==> config.mk <==
export PLATFORM = sky130hd
export DESIGN_NAME = segmented_tlv_transfer
export DESIGN_NICKNAME = d
export VERILOG_FILES = /design/src/design/tlv_xfer_pkg.sv /design/src/design/segmented_tlv_transfer.sv
export SDC_FILE = /design/constraint.sdc
export NUM_CORES = 1
export LEC_CHECK = 0
export ABC_CLOCK_PERIOD_IN_PS = 12600
export BUFFER_PORTS_ARGS = -buffer_cell sky130_fd_sc_hd__buf_2
export CORE_UTILIZATION = 55
export DETAILED_ROUTE_END_ITERATION = 8
export PLACE_DENSITY = 0.73
export SLEW_MARGIN = 5
export SYNTH_ARGS = -nofsm -noshare
export SYNTH_HDL_FRONTEND = slang
export SYNTH_SLANG_ARGS = --single-unit
==> constraint.sdc <==
create_clock -name clk -period 12.6 [get_ports clk]
set_input_delay 1.89 -clock clk [delete_from_list [all_inputs] [get_ports clk]]
set_output_delay 1.89 -clock clk [all_outputs]
set_load 0.02 [all_outputs]
==> src/design/tlv_xfer_pkg.sv <==
// Package for the segmented TLV transfer command handler
package tlv_xfer_pkg;
  localparam int CHANNELS = 4;
  localparam int CH_W = 2;
  localparam int OBJ_LEN_W = 24;
  localparam int TAG_W = 24;

  // Register byte addresses
  localparam logic [11:0] ADDR_CMD     = 12'h000;
  localparam logic [11:0] ADDR_TAG     = 12'h004;
  localparam logic [11:0] ADDR_OBJLEN  = 12'h008;
  localparam logic [11:0] ADDR_BLKLEN  = 12'h00C;
  localparam logic [11:0] ADDR_STATUS  = 12'h010;
  localparam logic [11:0] ADDR_OFFSET  = 12'h014;
  localparam logic [11:0] ADDR_CURTAG  = 12'h018;
  localparam logic [11:0] ADDR_LENENC  = 12'h01C;

  // Command register fields
  localparam int CMD_GO_BIT      = 31;
  localparam int CMD_RETR_BIT    = 30;
  localparam int CMD_READOK_BIT  = 29;
  localparam int CMD_PRESENT_BIT = 28;
  localparam int CMD_LOCKED_BIT  = 27;
  localparam int CMD_MODFILE_BIT = 26;
  localparam int CMD_PROACT_BIT  = 25;
  localparam int CMD_TAGLEN_LSB  = 16;
  localparam int CMD_CH_LSB      = 8;

  // Status words
  localparam logic [15:0] SW_OK        = 16'h9000;
  localparam logic [15:0] SW_MORE_AVL  = 16'h62F1;
  localparam logic [15:0] SW_MORE_EXP  = 16'h63F1;
  localparam logic [15:0] SW_MORE_PRO  = 16'h0001;
  localparam logic [15:0] SW_NOTFOUND  = 16'h6A88;
  localparam logic [15:0] SW_COND      = 16'h6985;
  localparam logic [15:0] SW_BADDATA   = 16'h6A80;
  localparam logic [15:0] SW_BADP1P2   = 16'h6A86;
  localparam logic [15:0] SW_DENIED    = 16'h6982;
  localparam logic [15:0] SW_MOREPEND  = 16'h62F2;
  localparam logic [15:0] SW_MOREPEND_S = 16'h63F2;

  localparam logic [7:0] TAG_LIST     = 8'h5C;
  localparam logic [7:0] LEN_PFX1     = 8'h81;
  localparam logic [7:0] LEN_PFX2     = 8'h82;
  localparam logic [7:0] LEN_PFX3     = 8'h83;
  localparam logic [23:0] LEN_MAX1    = 24'h00_007F;
  localparam logic [23:0] LEN_MAX2    = 24'h00_00FF;
  localparam logic [23:0] LEN_MAX3    = 24'h00_FFFF;

  typedef enum logic [1:0] {
    BLK_FIRST = 2'b10,
    BLK_NEXT  = 2'b00,
    BLK_RETX  = 2'b01,
    BLK_RSV   = 2'b11
  } blk_type;

  typedef struct packed {
    logic                 active;
    logic                 done;
    logic                 retrieve;
    logic [TAG_W-1:0]     tag;
    logic [OBJ_LEN_W-1:0] total;
    logic [OBJ_LEN_W-1:0] offset;
    logic [OBJ_LEN_W-1:0] lastBlk;
    logic                 okPrev;
  } chan_ctx_type;

  typedef struct packed {
    logic [31:0] rdata;
    logic        ready;
    logic        slverr;
  } apb_rsp_type;
endpackage

==> src/design/segmented_tlv_transfer.sv <==
// Segmented TLV transfer command handler with APB register access
//
// Summary of operation
// - Tags are one to three context-specific bytes; lengths one to four bytes.
// - Accept only the permitted primitive and constructed tag ranges.
// - Tag 5C requests the top-level tag list and is never allocated.
// - Length encodings use 81, 82, 83 prefixes by value range.
// - Exchanged length fields use the shortest definite form.
// - Transfer state is held separately per logical channel.
// - First block starts a transfer; next blocks must name the current file.
// - Every block except the final one answers with more data status.
// - Commands changing current file or tag pointer abort incomplete transfers.
// - A good first block sets the tag pointer and aborts prior transfer.
// - Error status leaves tag pointer and offset unchanged.
// - Decode P2 block type bits and short file identifier bits.
// - Retrieve runs only when read access condition is met.
// - Absent object answers referenced data not found.
// - Object held by another application's store answers conditions not satisfied.
// - Tag outside permitted ranges answers incorrect data field parameters.
// - Successful retrieve with remaining data answers 62F1 or 62F2.
// - Next block after full retrieval is refused with 6A86.
// - Tag list includes incomplete stores by other applications.
//
// Our own choices: the address map and register access over APB.
`timescale 1ns/10ps
`default_nettype none
module segmented_tlv_transfer
  import tlv_xfer_pkg::*;
#(
  parameter int NUM_CH = tlv_xfer_pkg::CHANNELS
) (
  input  wire logic        clk,
  input  wire logic        rst_b,
  input  wire logic        psel,
  input  wire logic        penable,
  input  wire logic        pwrite,
  input  wire logic [11:0] paddr,
  input  wire logic [31:0] pwdata,
  input  wire logic [3:0]  pstrb,
  output logic [31:0]      prdata,
  output logic             pready,
  output logic             pslverr,
  output logic             cmdDone,
  output logic [15:0]      statusWord
);
  import tlv_xfer_pkg::*;

  // Tag range check for one to three byte tags
  function automatic logic tagValid(input logic [23:0] t, input logic [1:0] n);
    logic [7:0] b0;
    logic [7:0] b1;
    logic [7:0] b2;
    logic       ok;
    b0 = t[23:16];
    b1 = t[15:8];
    b2 = t[7:0];
    ok = 1'b0;
    unique case (n)
      2'd1: ok = (b0 >= 8'h80 && b0 <= 8'h9E) || (b0 >= 8'hA0 && b0 <= 8'hBE);
      2'd2: ok = (b0 == 8'h9F || b0 == 8'hBF) && b1 >= 8'h1F && b1 <= 8'h7F;
      2'd3: ok = (b0 == 8'h9F || b0 == 8'hBF) && b1 >= 8'h81 && b2 <= 8'h7F;
      default: ok = 1'b0;
    endcase
    return ok;
  endfunction

  // Shortest definite length encoding, left aligned, with byte count
  function automatic logic [34:0] derLen(input logic [23:0] v);
    logic [34:0] r;
    r = '0;
    if (v <= LEN_MAX1) begin
      r = {3'd1, v[7:0], 24'h00_0000};
    end else if (v <= LEN_MAX2) begin
      r = {3'd2, LEN_PFX1, v[7:0], 16'h0000};
    end else if (v <= LEN_MAX3) begin
      r = {3'd3, LEN_PFX2, v[15:0], 8'h00};
    end else begin
      r = {3'd4, LEN_PFX3, v};
    end
    return r;
  endfunction

  logic [31:0]  cmdReg;
  logic [23:0]  tagReg;
  logic [23:0]  objLen;
  logic [23:0]  blkLen;
  logic [34:0]  lenEnc;
  chan_ctx_type ctx [NUM_CH];

  logic         apbWrite;
  logic         apbRead;
  logic         go;
  logic [CH_W-1:0] ch;
  logic [7:0]   p2;
  blk_type      blk;
  logic [1:0]   tagBytes;
  logic         isRetr;
  logic [15:0]  next_sw;
  logic         next_ok;
  chan_ctx_type cur;
  chan_ctx_type next_ctx;
  logic [23:0]  remain;

  assign apbWrite = psel && penable && pwrite;
  assign apbRead  = psel && penable && !pwrite;
  assign go       = apbWrite && paddr == ADDR_CMD && pwdata[CMD_GO_BIT] && pstrb == 4'hF;
  assign ch       = pwdata[CMD_CH_LSB +: CH_W];
  assign p2       = pwdata[7:0];
  assign blk      = blk_type'(p2[7:6]);
  assign tagBytes = pwdata[CMD_TAGLEN_LSB +: 2];
  assign isRetr   = pwdata[CMD_RETR_BIT];
  assign cur      = ctx[ch];
  assign remain   = cur.total - cur.offset;

  // Command evaluation and per-channel context update
  always_comb begin
    next_sw  = SW_OK;
    next_ok  = 1'b1;
    next_ctx = cur;
    if (pwdata[CMD_MODFILE_BIT]) begin
      next_ctx.active = 1'b0;
      next_ctx.done   = 1'b0;
    end else if (blk == BLK_RSV || (blk != BLK_FIRST && p2[4:0] != 5'd0)) begin
      next_sw = SW_BADP1P2;
      next_ok = 1'b0;
    end else if (isRetr && !pwdata[CMD_READOK_BIT]) begin
      next_sw = SW_DENIED;
      next_ok = 1'b0;
    end else if (blk == BLK_FIRST) begin
      if (tagReg[23:16] == TAG_LIST && tagBytes == 2'd1) begin
        // Tag list length is supplied by software, including pending stores
        next_ctx.tag = tagReg;
      end else if (!tagValid(tagReg, tagBytes)) begin
        next_sw = SW_BADDATA;
        next_ok = 1'b0;
      end else if (isRetr && !pwdata[CMD_PRESENT_BIT]) begin
        next_sw = SW_NOTFOUND;
        next_ok = 1'b0;
      end else if (pwdata[CMD_LOCKED_BIT]) begin
        next_sw = SW_COND;
        next_ok = 1'b0;
      end
      if (next_ok) begin
        // Fresh context aborts any earlier transfer
        next_ctx.tag      = tagReg;
        next_ctx.retrieve = isRetr;
        next_ctx.total    = objLen;
        next_ctx.offset   = (blkLen > objLen) ? objLen : blkLen;
        next_ctx.lastBlk  = next_ctx.offset;
        next_ctx.active   = next_ctx.offset < objLen;
        next_ctx.done     = !next_ctx.active;
      end
    end else if (blk == BLK_NEXT) begin
      if (cur.done || !cur.active) begin
        next_sw = SW_BADP1P2;
        next_ok = 1'b0;
      end else begin
        next_ctx.lastBlk = (blkLen > remain) ? remain : blkLen;
        next_ctx.offset  = cur.offset + next_ctx.lastBlk;
        next_ctx.active  = next_ctx.offset < cur.total;
        next_ctx.done    = !next_ctx.active;
      end
    end else begin
      if (!cur.okPrev || cur.lastBlk == cur.offset) begin
        next_sw = SW_BADP1P2;
        next_ok = 1'b0;
      end
    end
    if (next_ok && next_ctx.active) begin
      if (pwdata[CMD_PROACT_BIT]) begin
        next_sw = isRetr ? SW_MOREPEND : SW_MOREPEND_S;
      end else begin
        next_sw = isRetr ? SW_MORE_AVL : SW_MORE_EXP;
      end
    end
    next_ctx.okPrev = next_ok;
    if (!next_ok) begin
      next_ctx        = cur;
      next_ctx.okPrev = 1'b0;
    end
  end

  // Per-channel contexts
  generate
    for (genvar i = 0; i < NUM_CH; i++) begin : g_ch
      always_ff @(posedge clk) begin
        if (!rst_b) begin
          ctx[i] <= '0;
        end else if (go && ch == CH_W'(i)) begin
          ctx[i] <= next_ctx;
        end
      end
    end
  endgenerate

  // Software written registers
  always_ff @(posedge clk) begin
    if (!rst_b) begin
      cmdReg <= 32'h0000_0000;
      tagReg <= 24'h00_0000;
      objLen <= 24'h00_0000;
      blkLen <= 24'h00_0000;
    end else if (apbWrite && pstrb == 4'hF) begin
      unique case (paddr)
        ADDR_CMD:    cmdReg <= pwdata & 32'h7FFF_FFFF;
        ADDR_TAG:    tagReg <= pwdata[23:0];
        ADDR_OBJLEN: objLen <= pwdata[23:0];
        ADDR_BLKLEN: blkLen <= pwdata[23:0];
        default:     cmdReg <= cmdReg;
      endcase
    end
  end

  // Command result
  always_ff @(posedge clk) begin
    if (!rst_b) begin
      statusWord <= 16'h0000;
      cmdDone    <= 1'b0;
      lenEnc     <= '0;
    end else begin
      cmdDone <= go;
      if (go) begin
        statusWord <= next_sw;
        lenEnc     <= derLen(next_ctx.total);
      end
    end
  end

  // APB slave, no wait states
  always_ff @(posedge clk) begin
    if (!rst_b) begin
      pready  <= 1'b0;
      pslverr <= 1'b0;
      prdata  <= 32'h0000_0000;
    end else begin
      pready  <= psel && !penable;
      pslverr <= 1'b0;
      prdata  <= 32'h0000_0000;
      if (psel && !penable) begin
        unique case (paddr)
          ADDR_CMD:    prdata <= cmdReg;
          ADDR_TAG:    prdata <= {8'h00, tagReg};
          ADDR_OBJLEN: prdata <= {8'h00, objLen};
          ADDR_BLKLEN: prdata <= {8'h00, blkLen};
          ADDR_STATUS: prdata <= {16'h0000, statusWord};
          ADDR_OFFSET: prdata <= {8'h00, ctx[pwdata[CMD_CH_LSB +: CH_W]].offset};
          ADDR_CURTAG: prdata <= {5'd0, ctx[0].active, ctx[0].done, ctx[0].okPrev, ctx[0].tag};
          ADDR_LENENC: prdata <= lenEnc[31:0];
          default:     pslverr <= 1'b1;
        endcase
      end
    end
  end

  badp2_resp_a: assert property (@(posedge clk) disable iff (!rst_b)
    go && pwdata[7:6] == 2'b11 && !pwdata[CMD_MODFILE_BIT] |=> statusWord == SW_BADP1P2)
    else $error("reserved block type not refused");
  err_keep_a: assert property (@(posedge clk) disable iff (!rst_b)
    go && !next_ok |=> ctx[$past(ch)].offset == $past(cur.offset) && ctx[$past(ch)].tag == $past(cur.tag)
    && ctx[$past(ch)].active == $past(cur.active) && ctx[$past(ch)].total == $past(cur.total))
    else $error("context moved on error");
  done_refuse_a: assert property (@(posedge clk) disable iff (!rst_b)
    go && blk == BLK_NEXT && cur.done && !pwdata[CMD_MODFILE_BIT] && !pwdata[CMD_READOK_BIT] == 1'b0
    |=> statusWord == SW_BADP1P2)
    else $error("next block after completion accepted");
  more_sw_a: assert property (@(posedge clk) disable iff (!rst_b)
    go && next_ok && next_ctx.active && isRetr && !pwdata[CMD_PROACT_BIT] |=> statusWord == SW_MORE_AVL)
    else $error("missing more data status");
  abort_mod_a: assert property (@(posedge clk) disable iff (!rst_b)
    go && pwdata[CMD_MODFILE_BIT] |=> !ctx[$past(ch)].active)
    else $error("file change did not abort");
  read_deny_a: assert property (@(posedge clk) disable iff (!rst_b)
    go && isRetr && !pwdata[CMD_READOK_BIT] && !pwdata[CMD_MODFILE_BIT] && pwdata[7:6] != 2'b11
    && (pwdata[7] || pwdata[4:0] == 5'd0) |=> statusWord == SW_DENIED)
    else $error("read access not enforced");
  done_pulse_a: assert property (@(posedge clk) disable iff (!rst_b)
    cmdDone |=> !cmdDone || $past(go))
    else $error("done pulse stuck");
  apb_wait_a: assert property (@(posedge clk) disable iff (!rst_b)
    psel && !penable |=> pready)
    else $error("apb answer late");
  first_set_a: assert property (@(posedge clk) disable iff (!rst_b)
    go && blk == BLK_FIRST && next_ok && !pwdata[CMD_MODFILE_BIT] |=> ctx[$past(ch)].tag == $past(tagReg))
    else $error("first block did not set tag pointer");

  // Status word for the more data and success outcomes, and its hold between commands
  more_exp_a: assert property (@(posedge clk) disable iff (!rst_b)
    go && next_ok && next_ctx.active && !isRetr && !pwdata[CMD_PROACT_BIT] |=> statusWord == SW_MORE_EXP)
    else $error("missing more data expected status");

  more_pend_a: assert property (@(posedge clk) disable iff (!rst_b)
    go && next_ok && next_ctx.active && isRetr && pwdata[CMD_PROACT_BIT] |=> statusWord == SW_MOREPEND)
    else $error("missing more data with pending command status");

  proact_exp_a: assert property (@(posedge clk) disable iff (!rst_b)
    go && next_ok && next_ctx.active && !isRetr && pwdata[CMD_PROACT_BIT] |=> statusWord == SW_MOREPEND_S)
    else $error("missing more expected with pending command status");

  last_ok_a: assert property (@(posedge clk) disable iff (!rst_b)
    go && next_ok && !next_ctx.active |=> statusWord == SW_OK)
    else $error("final block not answered with success");

  status_hold_a: assert property (@(posedge clk) disable iff (!rst_b)
    !go |=> statusWord == $past(statusWord))
    else $error("status word changed without a command");

  // First block refusals
  not_found_a: assert property (@(posedge clk) disable iff (!rst_b)
    go && blk == BLK_FIRST && !pwdata[CMD_MODFILE_BIT] && isRetr && pwdata[CMD_READOK_BIT]
    && tagValid(tagReg, tagBytes) && !pwdata[CMD_PRESENT_BIT] |=> statusWord == SW_NOTFOUND)
    else $error("absent object not reported");

  locked_a: assert property (@(posedge clk) disable iff (!rst_b)
    go && blk == BLK_FIRST && !pwdata[CMD_MODFILE_BIT] && (!isRetr || pwdata[CMD_READOK_BIT])
    && tagValid(tagReg, tagBytes) && (!isRetr || pwdata[CMD_PRESENT_BIT]) && pwdata[CMD_LOCKED_BIT]
    |=> statusWord == SW_COND)
    else $error("object held elsewhere not refused");

  bad_tag_a: assert property (@(posedge clk) disable iff (!rst_b)
    go && blk == BLK_FIRST && !pwdata[CMD_MODFILE_BIT] && (!isRetr || pwdata[CMD_READOK_BIT])
    && !tagValid(tagReg, tagBytes) && !(tagReg[23:16] == TAG_LIST && tagBytes == 2'd1)
    |=> statusWord == SW_BADDATA)
    else $error("tag outside ranges accepted");

  tag_list_a: assert property (@(posedge clk) disable iff (!rst_b)
    go && blk == BLK_FIRST && !pwdata[CMD_MODFILE_BIT] && (!isRetr || pwdata[CMD_READOK_BIT])
    && tagReg[23:16] == TAG_LIST && tagBytes == 2'd1 |=> statusWord != SW_BADDATA)
    else $error("tag list request refused");

  // Block type decoding and context movement
  sfi_next_a: assert property (@(posedge clk) disable iff (!rst_b)
    go && !pwdata[CMD_MODFILE_BIT] && !p2[7] && p2[4:0] != 5'd0 |=> statusWord == SW_BADP1P2)
    else $error("file identifier on later block accepted");

  rsv_keep_a: assert property (@(posedge clk) disable iff (!rst_b)
    go && blk == BLK_RSV && !pwdata[CMD_MODFILE_BIT]
    |=> ctx[$past(ch)].offset == $past(cur.offset) && ctx[$past(ch)].tag == $past(cur.tag))
    else $error("reserved block type moved the context");

  retx_keep_a: assert property (@(posedge clk) disable iff (!rst_b)
    go && blk == BLK_RETX && next_ok && !pwdata[CMD_MODFILE_BIT]
    |=> ctx[$past(ch)].offset == $past(cur.offset))
    else $error("retransmit moved the offset");

  next_adv_a: assert property (@(posedge clk) disable iff (!rst_b)
    go && blk == BLK_NEXT && next_ok && !pwdata[CMD_MODFILE_BIT]
    |=> ctx[$past(ch)].offset > $past(cur.offset) || $past(blkLen) == 24'h00_0000)
    else $error("next block did not advance");

  first_total_a: assert property (@(posedge clk) disable iff (!rst_b)
    go && blk == BLK_FIRST && next_ok && !pwdata[CMD_MODFILE_BIT] |=> ctx[$past(ch)].total == $past(objLen))
    else $error("first block did not restart the object");

  done_clear_a: assert property (@(posedge clk) disable iff (!rst_b)
    go && blk == BLK_FIRST && next_ok && !pwdata[CMD_MODFILE_BIT] && next_ctx.active
    |=> !ctx[$past(ch)].done)
    else $error("first block left an old completion");

  other_ch_a: assert property (@(posedge clk) disable iff (!rst_b)
    go && ch != '0 |=> ctx[0] == $past(ctx[0]))
    else $error("command touched another channel");

  mod_status_a: assert property (@(posedge clk) disable iff (!rst_b)
    go && pwdata[CMD_MODFILE_BIT] |=> statusWord == SW_OK)
    else $error("file change not answered with success");

  mod_done_a: assert property (@(posedge clk) disable iff (!rst_b)
    go && pwdata[CMD_MODFILE_BIT] |=> !ctx[$past(ch)].done)
    else $error("file change left a completion");

  // Length encoding is always the shortest form
  len_pfx_a: assert property (@(posedge clk) disable iff (!rst_b)
    lenEnc[34:32] == 3'd1 |-> !lenEnc[31])
    else $error("single byte length above range");

  len_two_a: assert property (@(posedge clk) disable iff (!rst_b)
    lenEnc[34:32] == 3'd2 |-> lenEnc[31:24] == LEN_PFX1 && lenEnc[23])
    else $error("two byte length not shortest");

  len_wide_a: assert property (@(posedge clk) disable iff (!rst_b)
    lenEnc[34:32] > 3'd2 |-> lenEnc[23:16] != 8'h00)
    else $error("wide length not shortest");

  cov_first_c: cover property (@(posedge clk) go && blk == BLK_FIRST && next_ok);
  cov_list_c:  cover property (@(posedge clk) go && blk == BLK_FIRST && tagReg[23:16] == TAG_LIST);
  cov_next_c:  cover property (@(posedge clk) go && blk == BLK_NEXT && next_ok && next_ctx.done);
  cov_retx_c:  cover property (@(posedge clk) go && blk == BLK_RETX && next_ok);
  cov_err_c:   cover property (@(posedge clk) go && !next_ok);
endmodule
`default_nettype wire

# After elaboration in Yosys (flattened, before gate mapping)
# Memory sizes are Yosys's and may differ from the RTL's.
# Index checks and enable logic that the tools add are counted.
totals:
  inputBits: 53
  ff_bits: 186
  memories: 1
  mem_bits_rw: 400
  wordCells: 171
classes:
  reduce_logical: 44
  magnitude_cmp: 15
  n_bitwise: 4
  muxes: 74
  eq_ne: 21
  n_addsub: 2
mem_list:
  columns: ["name", "words", "width", "rd", "rd_clocked_by_memory_dff", "write_ports", "line_no", "source"]
  rows:
  - ["ctx", 4, 100, 2, 0, 4, "segmented_tlv_transfer.sv:88", "chan_ctx_type ctx [NUM_CH];"]
ops:
  columns: ["cell", "n"]
  rows:
  - ["100-bit two-way mux", 5]
  - ["99-bit two-way mux", 3]
  - ["32-bit one-hot mux with 8 select lines", 1]
  - ["16-bit two-way mux", 12]
  - ["48-bit two-way mux", 3]
  - ["97-bit two-way mux", 1]
  - ["24-bit two-way mux", 3]
  - ["32-bit two-way mux", 2]
  - ["49-bit two-way mux", 1]
  - ["12-bit by 5-bit == test with 1-bit output (second input constant)", 4]
  - ["24-bit > comparator", 2]
  - ["24-bit < comparator", 2]
  - ["1-bit two-way mux", 34]
  - ["9-bit two-way mux", 3]
  - ["25-bit two-way mux", 1]
  - ["24-bit adder", 1]
  - ["12-bit by 4-bit == test with 1-bit output (second input constant)", 2]
  - ["24-bit == test", 1]
  - ["8-bit greater-or-equal comparator (second input constant)", 3]
  - ["24-bit by 16-bit less-or-equal comparator with 1-bit output (second input constant)", 1]
  - ["24-bit by 7-bit less-or-equal comparator with 1-bit output (second input constant)", 1]
  - ["24-bit by 8-bit less-or-equal comparator with 1-bit output (second input constant)", 1]
  - ["24-bit subtractor", 1]
  - ["1-bit logical AND", 22]
  - ["20 further kinds", 50]

# Depth between registers and ports, before layout
logic_depth:
  ltp_word: 26
  depth_mapped: 49

# Least setup slack after synthesis
# Ideal clock, no wire load.
synth_timing:
  path_kind: "in2reg"
  from: "in pwdata[8]"
  to: "reg statusWord[6]"
  setup_ps: 76
  path_slack_ps: 822
  path_stages: 46
  arrival_ps: 11703
  path_cell_list: "buf_6 buf_2 buf_4 buf_1 mux4_2 ha_1 nor2b_1 o31a_1 o31ai_1 a211oi_1 a211o_1 a21bo_2 a21oi_1 xor2_1 ha_1 a21o_1 a21oi_1 or3b_2 (+10 left out) o211ai_1 and3_1 o31ai_1 nand2_1 a221o_1 and4_1 a2111oi_2 xnor2_1 ha_1 nand2_1 a21oi_1 a221oi_1 nor3b_1 o31ai_1 o2bb2ai_1 a21oi_1 nand2_1 a21boi_0"
synth_between:
  elab_chain_len: 14
synth_rtl:
  columns: ["element", "line_no", "source"]
  rows:
  - ["start: declaration", "segmented_tlv_transfer.sv:38", "input wire logic [31:0] pwdata,"]
  - ["memory 4 x 100 bit (*)", null, null]
  - ["24-bit subtractor", "segmented_tlv_transfer.sv:113", "assign remain = cur.total - cur.offset;"]
  - ["24-bit > comparator", "segmented_tlv_transfer.sv:158", "next_ctx.lastBlk = (blkLen > remain) ? remain : blkLen;"]
  - ["24-bit two-way mux", "segmented_tlv_transfer.sv:158", null]
  - ["24-bit adder", "segmented_tlv_transfer.sv:159", "next_ctx.offset = cur.offset + next_ctx.lastBlk;"]
  - ["24-bit < comparator", "segmented_tlv_transfer.sv:160", "next_ctx.active = next_ctx.offset < cur.total;"]
  - ["2-bit two-way mux", "segmented_tlv_transfer.sv:154", "if (cur.done || !cur.active) begin"]
  - ["2-bit two-way mux", "segmented_tlv_transfer.sv:153", "end else if (blk == BLK_NEXT) begin"]
  - ["2-bit two-way mux", "segmented_tlv_transfer.sv:129", "end else if (blk == BLK_FIRST) begin"]
  - ["99-bit two-way mux", "segmented_tlv_transfer.sv:126", "end else if (isRetr && !pwdata[CMD_READOK_BIT]) begin"]
  - ["99-bit two-way mux", "segmented_tlv_transfer.sv:123", "end else if (blk == BLK_RSV || (blk != BLK_FIRST && p2[4:0] != 5'd0)) begin"]
  - ["2-bit two-way mux", "segmented_tlv_transfer.sv:120", "if (pwdata[CMD_MODFILE_BIT]) begin"]
  - ["1-bit logical AND (*)", "segmented_tlv_transfer.sv:169", "if (next_ok && next_ctx.active) begin"]
  - ["16-bit two-way mux (*)", "segmented_tlv_transfer.sv:169", null]
  - ["end signal: assignment", "segmented_tlv_transfer.sv:223", "statusWord <= next_sw;"]
  - ["end: declaration", "segmented_tlv_transfer.sv:44", "output logic [15:0] statusWord"]
# Every way passes the cells marked *; elsewhere a longest branch is shown, timed or not.
# A chain may end at the register's enable or synchronous reset.

# Final worst setup path
# Same ends and word-level chain as after synthesis.

==> results.yml <==
status:
  outcome: "finished clean"
layout:
  final_cell_area_um2: 34400
  area_delta_synth_final_pct: 10.1
  final_layout_size_suffix_gt1_share_pct: 14.1
  post-route-util_pct: 61.8
  fin_nets: 3207
  fill_cells: 4574
  regArea_um2: 15500
  final_cells: 3807
  multi_input_area_um2: 14600
yosys:
  syn-cell-area_um2: 31200
  synth-async-reset-ratio_pct: 0
  synth_edf_count: 396
  synth_flop_cell: "edfxtp_1"
  yosysSeqAreaShare_pct: 49.6
  syn_inst: 2980
  synth_area_leaders: "edfxtp_1 38%, dfxtp_1 12%, mux4_2 7.1%, ha_1 5.6%, nor2_1 5.0%"
  synth_fp_nets: 3176
  yosys_warnings: 0
  ys_types: 81
  synth_seq_cells: 576
  yosysTopAreaCell: "edfxtp_1"
  synth_area_per_cell_um2: 10.5
  post-synth-top-area-fraction_pct: 38.1
clock_tree:
  cts.repair.resized: 0
  cts_buffers: 58
  clkSinkCount: 576
  htreeDepth: 2
  cts-root-buf: "clkbuf_16"
  cts_hold_buf: 0
  tritoncts: "built"
  clockBufferDepth: 3
  insertion_delay_ns: 0.67
  postCtsSetupRepairBufs: 0
  path_clk_slew_ns: 0.06
detailed_routing:
  drtIter0Drc: 2690
  post_drt_wl_per_cell_um: 26.6
  finalWirelength_um: 101000
  vias: 24700
  antenna_left: 0
  drc_errors: 0
  avgViaCountPerCell: 6.49
  firstDrtPassIters: 7
timing:
  finalCritPeriodShare_pct: 95.8
  setup_tns_ns: 0
  worst_slack_ns: 0.527
  tightest_slew_ns: 1.28
  hold_viol: 0
  min_period_ns: 12.07
  rsz0062_at_grt: "no"
  relSlewSlack_pct: 14.8
  final_max_slew_viol_count: 0
  timing.hold.ws_ns: 0.466
  skew_ns: 0.0610
  setup_viol: 0
  fmax_ghz: 0.0828
setup_path:
  setup.worst_path.class: "in2reg"
  r2r_cells: 42
  cp_data_required_time_ns: 13.19
  start_kind: "primary input"
  path_max_fanout: 19
  worst_setup_path_end_kind: "register"
  worst_path_most_repeated_cell: "nand2_1"
  slowest_delay_ns: 0.60
  slowest_stage: "mux4_2"
  arrival_ns: 12.66
placed_design:
  gp_congestion: 0.987
  postPlaceCellArea_um2: 32500
  dp_slack_ns: -0.0514
  port_buffers: 102
  place_inst: 3699
  post-dp-hpwl_um: 69300
floorplanning:
  core_um2: 55600
  start_util_pct: 56.2
  dieArea_um2: 57800
  die_y_um: 240
  io_pins: 104
  fp.dieW_um: 240
  num_rows: 86
global_route:
  grt.total_usage_pct: 35.5
  antenna_found_initial: 0
  grt_pass1_wl_um: 151000
  grt_max_degree: 100
  grt.overflow.total: 0
  grt_pass1_vias: 24300
power_and_ir_drop:
  vdd_ir_drop_max_mv: 0.112
  leakagePower_nw: 12.7
  total_power_mw: 4.31
  p_per_area_nw_per_um2: 125
min_path:
  min_path_cells: 2
  hold_path_class: "reg2reg"
flow_run:
  maxCapViolations: 0
==> placed cells by master (no fill, tap or decap), types with 10 or more instances in the layout <==
master / count
buf_4: 57
clkbuf_1: 13
nand2b_1: 12
nand3_1: 18
clkinv_1: 10
o21a_1: 10
a221oi_1: 18
ha_1: 141
a211oi_1: 20
clkbuf_16: 59
nor2b_1: 126
a21o_1: 27
xnor2_1: 22
edfxtp_1: 396
nor2_1: 415
a222oi_1: 12
mux2i_1: 14
and3_1: 17
mux2_2: 29
nand4_1: 27
inv_1: 111
a22o_1: 28
a31oi_1: 15
o211ai_1: 13
nor3_1: 36
o21ai_0: 113
a21boi_0: 115
xor2_1: 44
mux4_2: 99
buf_2: 99
nand2_1: 371
a41oi_1: 13
nor4_1: 22
dfxtp_1: 180
a22oi_1: 41
a21oi_1: 141
==> flip-flops by register name, indices dropped and copies added, names as in the netlist, 10 cells and up <==
name / flops
ctx: 396
statusWord: 10
cmdReg: 31
blkLen: 24
objLen: 24
lenEnc: 32
prdata: 32
tagReg: 24
==> synth_stat cells (6+ instances only) <==
cell / number
o211ai_1: 13
a21o_1: 27
mux2i_1: 14
nand2b_1: 14
o21bai_1: 6
o21ai_0: 116
a41oi_1: 13
nor2_1: 416
dfxtp_1: 180
o22ai_2: 6
buf_4: 8
buf_1: 14
xor2_1: 44
nor3_1: 39
a22oi_1: 41
edfxtp_1: 396
a221oi_1: 18
o21ai_1: 9
a211oi_1: 20
o21a_1: 10
a22o_1: 28
nand2_1: 374
inv_1: 111
a31oi_1: 15
or3_1: 6
buf_2: 17
mux2_2: 29
and3_1: 17
o31ai_1: 9
mux4_2: 99
a21boi_0: 115
xnor2_1: 22
ha_1: 141
a222oi_1: 12
clkbuf_1: 145
nand4_1: 27
nor2b_1: 126
nor4_1: 22
a21oi_1: 141
and2_1: 8
nand3_1: 19
==> per-layer routing <==
metal,wire (um),track usage (%),vias to the layer above
met5,0,0,-
met4,5670,18.6,0
met3,9490,7.21,312
met2,46300,56.3,1349
met1,39700,46.1,12100
li1,-,-,10900
==> worst paths after layout <==
kind                            slack (ns)                         end                     start
worst max-delay path                  0.53  statusWord[6]$_SDFFE_PN0P_                 pwdata[8]
worst min-delay path                  0.47     lenEnc[14]$_SDFFE_PN0P_   lenEnc[14]$_SDFFE_PN0P_
worst max register to register        1.84  statusWord[6]$_SDFFE_PN0P_  ctx[3][49]$_SDFFCE_PN0P_
worst min register to register        0.47     lenEnc[14]$_SDFFE_PN0P_   lenEnc[14]$_SDFFE_PN0P_
==> where the power goes <==
group          switching, mW  internal, mW  total (mW)
sequential            0.0128          2.06        2.07
clock                  0.750         0.980        1.73
combinational          0.324         0.181       0.505
total                   1.09          3.22        4.31
==> area by class of cell <==
| type | instances | share of cell area, % |
|---|---|---|
| multi-input combinational | 2104 | 42.6 |
| sequential | 576 | 45.0 |
| clock inverter | 29 | 0.880 |
| inverter | 111 | 1.21 |
| tap | 748 | 2.72 |
| clock buffer | 78 | 4.67 |
| antenna | 1 | 0.00727 |
| timing repair buffer | 160 | 2.89 |
==> kinds of logic (layout without fill, tap and decap cells) <==
family / after synthesis / count (layout) / share of synthesized area [%]
and+or+nand+nor: 1087 / 1087 / 15.3
other: 1 / 2 / 0.0120
muxes: 142 / 142 / 8.63
xor gates and xnor gates: 66 / 66 / 1.85
AOI/OAI and AO/OA: 665 / 665 / 14.9
buffers and inverters: 300 / 378 / 3.89
DFF: 576 / 576 / 49.6
adders and majority gates: 143 / 143 / 5.77
==> worst max-delay path: cells and delay by family <==
family                     cells  cell delay, ns
buffers and inverters          4            0.61
and+or+nand+nor               11            2.39
adders and majority gates      5            1.49
xor gates and xnor gates       1            0.23
muxes                          1            0.60
AOI/OAI and AO/OA             21            5.37
(Power assumes the default switching activity.)
